`src/asl_pkg.sv`:
```
// package: constants, modes and register map of the axis stroke limit checker
package asl_pkg;
   localparam int unsigned POS_W          = 32;
   localparam logic [4:0]  ADDR_W         = 5'h08;
   // register byte offsets
   localparam logic [7:0]  OFF_CTRL       = 8'h00;
   localparam logic [7:0]  OFF_UPPER      = 8'h04;
   localparam logic [7:0]  OFF_LOWER      = 8'h08;
   localparam logic [7:0]  OFF_STATUS     = 8'h0C;
   localparam logic [7:0]  OFF_ERR        = 8'h10;
   localparam logic [7:0]  OFF_FEED       = 8'h14;
   // control field positions
   localparam int unsigned CTRL_MODE_LSB  = 0;
   localparam int unsigned CTRL_CHK_BIT   = 3;
   localparam int unsigned CTRL_DEG_BIT   = 4;
   localparam int unsigned CTRL_POSPH_BIT = 5;
   // reset values
   localparam logic [31:0] RST_CTRL       = 32'h0000_0000;
   localparam logic [31:0] RST_UPPER      = 32'h7FFF_FFFF;
   localparam logic [31:0] RST_LOWER      = 32'h8000_0000;
   // minor error codes
   localparam logic [15:0] ERR_NONE       = 16'h0000;
   localparam logic [15:0] ERR_207        = 16'h00CF;
   localparam logic [15:0] ERR_208        = 16'h00D0;
   // control modes
   typedef enum logic [2:0] {
      ASL_MODE_FIXED, ASL_MODE_SPD1_CHK, ASL_MODE_SPD_NOCHK,
      ASL_MODE_SPDPOS, ASL_MODE_JOG, ASL_MODE_OTHER
   } asl_mode_e;
endpackage : asl_pkg

```
`src/asl_range_cmp.sv`:
```
// per-position stroke range comparator with direction permission
`timescale 1ns/1ps
module asl_range_cmp
   import asl_pkg::*;
(
   // operands
   input  wire logic signed [POS_W-1:0] pos_in,
   input  wire logic signed [POS_W-1:0] upper_in,
   input  wire logic signed [POS_W-1:0] lower_in,
   input  wire logic                    degree_in,
   // results
   output logic                         above_out,
   output logic                         below_out,
   output logic                         outside_out,
   output logic                         pos_ok_out,
   output logic                         neg_ok_out
);
   logic inverted;
   always_comb begin
      inverted  = degree_in && (upper_in < lower_in);
      above_out = pos_in > upper_in;
      below_out = pos_in < lower_in;
      if (inverted) begin
         // degree window wraps: inside is pos >= lower or pos <= upper
         outside_out = above_out && below_out;
         pos_ok_out  = 1'b1;
         neg_ok_out  = 1'b1;
      end else begin
         outside_out = above_out || below_out;
         pos_ok_out  = !above_out;
         neg_ok_out  = !below_out;
      end
   end
endmodule // asl_range_cmp

```
`config.mk`:
```
export PLATFORM = sky130hd
export DESIGN_NAME = asl_range_cmp
export DESIGN_NICKNAME = d
export VERILOG_FILES = /design/src/asl_pkg.sv /design/src/asl_range_cmp.sv
export SDC_FILE = /design/constraint.sdc
export NUM_CORES = 1
export LEC_CHECK = 0
export BUFFER_PORTS_ARGS = -buffer_cell sky130_fd_sc_hd__buf_2
export CORE_ASPECT_RATIO = 0.9
export CORE_MARGIN = 2
export CORE_UTILIZATION = 40
export DETAILED_ROUTE_END_ITERATION = 16
export GPL_TIMING_DRIVEN = 1
export PLACE_DENSITY = 0.77
export RECOVER_POWER = 25
export SLEW_MARGIN = 5
export SYNTH_ARGS = -nofsm -noshare
export SYNTH_HDL_FRONTEND = slang
export SYNTH_SLANG_ARGS = --single-unit
export TNS_END_PERCENT = 20
```
`constraint.sdc`:
```
create_clock -name vclk -period 2.5
set_input_delay 0.125 -clock vclk [all_inputs]
set_output_delay 0.125 -clock vclk [all_outputs]
set_load 0.05 [all_outputs]
```
=== Word level (Yosys, flattened, before mapping) ===
Index checks and enable logic that the tools add are counted.
W data, S select, Z words.

* Register bits: 0
* Logic and storage cells: 11

* Magnitude comparators: 3
* Mux-type cells: 3
* Reduce and logical (&&, ||, !) cells: 5

{| class="wikitable"
|+ Operators by type and width
! operator !! count
|-
| $lt A32 B32 Y1 || 2
|-
| $gt A32 B32 Y1 || 1
|-
| $mux W1 || 3
|-
| $logic_and A1 B1 Y1 || 2
|-
| $logic_not A1 Y1 || 2
|-
| $logic_or A1 B1 Y1 || 1
|}

=== Longest topological paths before layout ===
Gate-level depths: netlist of run 1.

* Word-level depth: 3
* Gate-level depth with buffers: 10
* Depth with buffers taken out: 10

=== Worst setup path after synthesis of run 1 ===
Ideal clock, no wire load.

* Path kind: in2out
* From: input upper_in[1]
* To: output pos_ok_out
* Arrival: 3100 ps
* Required time: 2375 ps
* Setup slack: -725 ps
* Cell stages on the path: 10
* Buffers on the path: 0
* Path through: inv_1 > ha_1 > nor2b_1 > o211ai_2 > a21oi_1 > o21ai_0 > o2111ai_1 > a2111oi_0 > mux2i_1 > nand2_1

* Longest elaborated chain between the ends: 3
* Elaborated cells on any way between the ends: 5
* Those cells by class: order compare: 2; mux: 1; reduce/logical: 2

{| class="wikitable"
|+ RTL lines
! what !! line !! text
|-
| start: declaration || asl_range_cmp.sv:8 || <nowiki>input wire logic signed [POS_W-1:0] upper_in,</nowiki>
|-
| $gt A32 B32 Y1 || asl_range_cmp.sv:21 || <nowiki>above_out = pos_in > upper_in;</nowiki>
|-
| named net above_out || asl_range_cmp.sv:12 || <nowiki>output logic above_out,</nowiki>
|-
| $logic_not A1 Y1 || asl_range_cmp.sv:30 || <nowiki>pos_ok_out = !above_out;</nowiki>
|-
| $mux W1 || asl_range_cmp.sv:23 || <nowiki>if (inverted) begin</nowiki>
|-
| end: declaration || asl_range_cmp.sv:15 || <nowiki>output logic pos_ok_out,</nowiki>
|}

The timed path passes the listed nets, and every way through them passes these cells.

=== Worst setup path after layout of run 1 ===
* From: input pos_in[1]
* To: output outside_out

* Longest elaborated chain between the ends: 3
* Elaborated cells on any way between the ends: 5
* Those cells by class: order compare: 2; mux: 1; reduce/logical: 2

{| class="wikitable"
|+ RTL lines
! what !! line !! text
|-
| start: declaration || asl_range_cmp.sv:7 || <nowiki>input wire logic signed [POS_W-1:0] pos_in,</nowiki>
|-
| $gt A32 B32 Y1 / $lt A32 B32 Y1 (equally long branches) || asl_range_cmp.sv:21, asl_range_cmp.sv:22 ||
|-
| $logic_or A1 B1 Y1 / $logic_and A1 B1 Y1 (equally long branches) || asl_range_cmp.sv:29, asl_range_cmp.sv:25 ||
|-
| $mux W1 * || asl_range_cmp.sv:23 ||
|-
| end: declaration || asl_range_cmp.sv:14 || <nowiki>output logic outside_out,</nowiki>
|}

Mark *: on every way between the ends. The rest lies on a longest branch, timed or not.

==> metrics.cfg, run 1 <==
[floorplanning]
start_util=0.406
core_um2=5600
fp.dieH_um=75.5
die_area_um2=6300
die_w_um=83.4
row_count=26
io_pins=102

[sta]
rsz0062_at_grt=true
fin_crit_ns=2.49
tightest_slew_ns=0.379
setup_violations=0
final_max_slew_viol_count=0
fmax_mhz=402
holdWs_ns=0.729
tns_ns=0
min_period_over_period=0.995
hold_viol_final=0
relSlewSlack=0.741

[synth]
yosysWarnings=0
yosysMostFrequentCell=ha_1
synth_area_leaders=ha_1 (52%), inv_1 (11%), a21oi_1 (5.3%), nand4_1 (4.4%), o21ai_0 (3.5%)
syn_inst=302
synth.avg_cell_area_um2=7.52
syn_nets=493
yosys-top-cells-count=ha_1 (94), inv_1 (67), a21oi_1 (24)
syn_area_um2=2270
seq_area_frac_synth=0
synth_top_area_frac=0.518
synth_cell_types=29
synth_top_cell_by_area=ha_1

[finish]
antennaDiodeCount=0
seq_cells=0
fin_nets=616
stdcell_area_um2=3200
nClkBuffers=0
areaGrowthSynthToFinish_pct=41.1
layout.area.seq_um2=0
fin_util=0.573
n_fill_cell=536
drive_gt1_frac=0.350

[route]
num_vias=2511
first_pass_iters=4
wl_mm=6.14
ant_nets=0
vias_per_cell=5.09
drc=0
dr.first_iter.drc_count=33
routedWlPerCell_um=12.5

[job]
cap_violations=0

[power]
worst_ir_drop_vdd_mv=0.159
p_leak_nw=1.90
powerDensity_nw_per_um2=184
power.total_mw=0.591

[placed_design]
portBuffers=102
dpl.hpwl_mm=5.64
place_area_um2=3120
gp_congestion=0.846

[global_route]
antenna_found_initial=0
grt_pass1_vias=2481
grt_pass1_wl_mm=10.1
grt_overflow=0
track_usage=0.188
grt_start_max_net_pins=5

[worst_setup_path]
end_kind=output port
worstPathRequired_ns=2.38
start_kind=primary input
worstPathArrival_ns=2.36
worstSetupPathType=primary input to output port
worst-path-max-fanout=2

[min_path]
holdPathStages=5
hold_class=primary input to output port

[clock_network]
cts_setup_buffers=0

[status]
status=completed

==> worst paths after layout <==
| path | from | endpoint | slack [ns] |
|---|---|---|---|
| hold / removal | degree_in | pos_ok_out | 0.73 |
| setup / recovery | pos_in[1] | outside_out | 0.01 |
==> placed cells by master (no fill, tap or decap), types with 4 or more instances in the layout <==
cell type  Yosys  routed
buf_2          0      96
ha_1          94      91
inv_1         67      64
a21oi_1       24      21
buf_4          0      18
nand4_1       16      16
nand2_1       16      15
o21ai_0       16      14
nor2_1        10      10
a21o_1        10      10
a211oi_1       9       6
nor3_1         6       5
buf_6          0       5
nand2b_1       4       4
==> worst max-delay path: stages <==
cell,delay [ns]
buf_6,0.09
buf_6,0.11
ha_4,0.23
nor2b_4,0.12
o211ai_2,0.15
a21oi_2,0.08
o21ai_2,0.16
o2111ai_2,0.17
a2111oi_4,0.44
mux2i_4,0.32
maj3_2,0.23
buf_8,0.14
==> cell families (layout without fill, tap and decap cells) <==
| logic type | count (synthesis) | in the layout | share of synthesized area |
|---|---|---|---|
| multiplexers | 2 | 2 | 0.00882 |
| adder cells (fa/ha/maj) | 95 | 95 | 0.523 |
| AO/OA/AOI/OAI | 75 | 75 | 0.217 |
| buffers and inverters | 67 | 188 | 0.111 |
| AND/OR/NAND/NOR | 63 | 63 | 0.141 |
==> power by group <==
part | internal [mW] | switching [mW]
logic | 0.283 | 0.308
clock network | 0 | 0
registers | 0 | 0
==> per-stage QoR <==
stage / cells / setup WS, ns
floorplan: 302 / 0.00510
global placement: 493 / -0.205
detailed placement: 493 / -0.196
CTS: 493 / 0.000775
global route: 493 / -0.154
finish: 493 / 0.0123
==> final cells by class <==
type,count,area [µm²],share of cell area
Inverter,67,254,0.0793
Tap cell,70,87.6,0.0273
Timing Repair Buffer,121,702,0.219
Multi-Input combinational cell,235,2160,0.674
==> per-layer routing <==
metal  track usage  routed length (µm)
met1         0.242                2950
met4       0.00896                  21
met5             0                   0
met2         0.366                2880
met3        0.0152                 288
==> repair_timing <==
item	in CTS	in global routing
gates resized for setup	12	13
hold buffers	0	0
gates cloned	0	0
pin swaps	4	9
endpoints found under the setup margin	5	5
Power figures use the tool's default switching activity.
==> inputs of run 2 (changes only) <==
- CORE_UTILIZATION: 40 -> 50
- PLACE_DENSITY: 0.77 -> 0.91
==> run 2 against run 1 <==
  * The flow now finishes with violations (setup timing)
  * Power is 5.6% higher
  * Utilization rose by 18 points
  * Wire length rose by 13%
  * Critical endpoint unchanged
  * Highest routed layer unchanged
==> metrics.cfg, run 2 (synthesis gave the netlist of run 1 again) <==
[floorplanning]
start_util=0.516
die_w_um=75.0
io_pins=102
die_area_um2=5100
row_count=23
fp.dieH_um=67.9
core_um2=4400

[route]
vias_per_cell=5.48
drc=0
routedWlPerCell_um=14.2
dr.first_iter.drc_count=79
wl_mm=6.94
ant_nets=0
first_pass_iters=4
num_vias=2672

[finish]
seq_cells=0
final_common_cell=buf_2
fin_nets=619
nClkBuffers=0
drive_gt1_frac=0.373
antennaDiodeCount=0
layout.area.seq_um2=0
mostFrequentLayoutCells=buf_2 (89), ha_1 (87), inv_1 (60)
areaGrowthSynthToFinish_pct=45.1

[power]
powerDensity_nw_per_um2=189
power.total_mw=0.624
p_int_mw=0.298
switching_share=0.523
worst_ir_drop_vdd_mv=0.233
pwr-share-comb=1.000
p_seq_frac=0
p_switching_mw=0.326
clock_power_share=0
p_leak_nw=1.91

[worst_setup_path]
timing.critical_path.slowest_cell_delay_ns=0.36
worst-path-max-fanout=2
path_cells=buf_2, inv_1, ha_1, a2111oi_2, a21oi_1, a2111oi_2, o21ai_1, o31ai_2, a32o_1, maj3_2, buf_8
start_kind=primary input
worstSetupPathType=primary input to output port
worstPathRequired_ns=2.38
crit_top_cell=a2111oi_2
worstPathArrival_ns=2.40
path_depth=11
cp.buffers_inverters=3
crit_family=compound AO/OA/AOI/OAI gates
slowest_stage=a2111oi_2
end_kind=output port

[status]
violations=setup timing
status=complete, but fails checks

[clock_network]
hold_buffers=0

[min_path]
hold_class=primary input to output port
holdPathStages=5

[global_route]
grt_pass1_vias=2590
grt_start_max_net_pins=5
grt_overflow=0
track_usage=0.244
grt_pass1_wl_mm=10.2
antenna_found_initial=0

[sta]
tns_ns=-0.0209
rsz0062_at_grt=true
tightest_slew_ns=0.343
hold_viol_final=0
final_max_slew_viol_count=0
setup_violations=1
worst_slack_ns=-0.0209
min_period_over_period=1.01
fin_crit_ns=2.52
relSlewSlack=0.769
fmax_mhz=397

[job]
cap_violations=0

[placed_design]
gp_congestion=0.912
dpl.hpwl_mm=5.91
portBuffers=102

## run 2: cell count changes in the layout (fill, tap and decap cells not counted), moves of 2 or more
cell      before  now
buf_2         96   89
buf_4         18   24
ha_1          91   87
ha_4           3    7
inv_1         64   60
buf_6          5    8
inv_2          2    5
clkbuf_4       0    2
o21ai_1        1    3
## run 2: layout make-up
type               instances  area [µm²]
repair buffers           124         746
inverters                 67         256
multi-input cells        235        2210
well taps                 62        77.6
fillers                  355        1110
## run 2: metal layers
layer	part of all wire	wire length, µm	track usage
met4	0.017	116	0.0446
met2	0.51	3540	0.466
met1	0.42	2890	0.300
met5	0	0	0
met3	0.057	397	0.0147
## run 2: stage by stage
| step | util | setup WS [ns] | instances | cell area, µm² | hold slack, ns |
|---|---|---|---|---|---|
| finish | 0.748 | -0.0209 | 488 | 3290 | 0.766 |
| global route | 0.748 | -0.114 | 488 | 3290 | 0.798 |
| CTS | 0.710 | 0.00691 | 485 | 3130 | 0.773 |
| detailed placement | 0.705 | -0.182 | 484 | 3110 | 0.769 |
| global placement | 0.705 | -0.139 | 484 | 3110 | 0.764 |
| floorplan | - | 0.00510 | 302 | 2380 | 0.527 |
## run 2: power groups by stage
stage / clock network [mW] / logic, mW / registers [mW]
CTS: 0 / 0.567 / 0
global placement: 0 / 0.528 / 0
global route: 0 / 0.691 / 0
detailed placement: 0 / 0.556 / 0
finish: 0 / 0.624 / 0
floorplan: 0 / 0.342 / 0
## run 2: repair_timing
action	CTS	global route
setup buffers	1	3
setup endpoints to repair	4	5
pin swaps	4	16
gates resized for setup	5	37
## run 2: path summary, 6_finish.rpt
kind | from | endpoint | slack, ns
setup / recovery | lower_in[1] | outside_out | -0.02
hold / removal | degree_in | neg_ok_out | 0.77
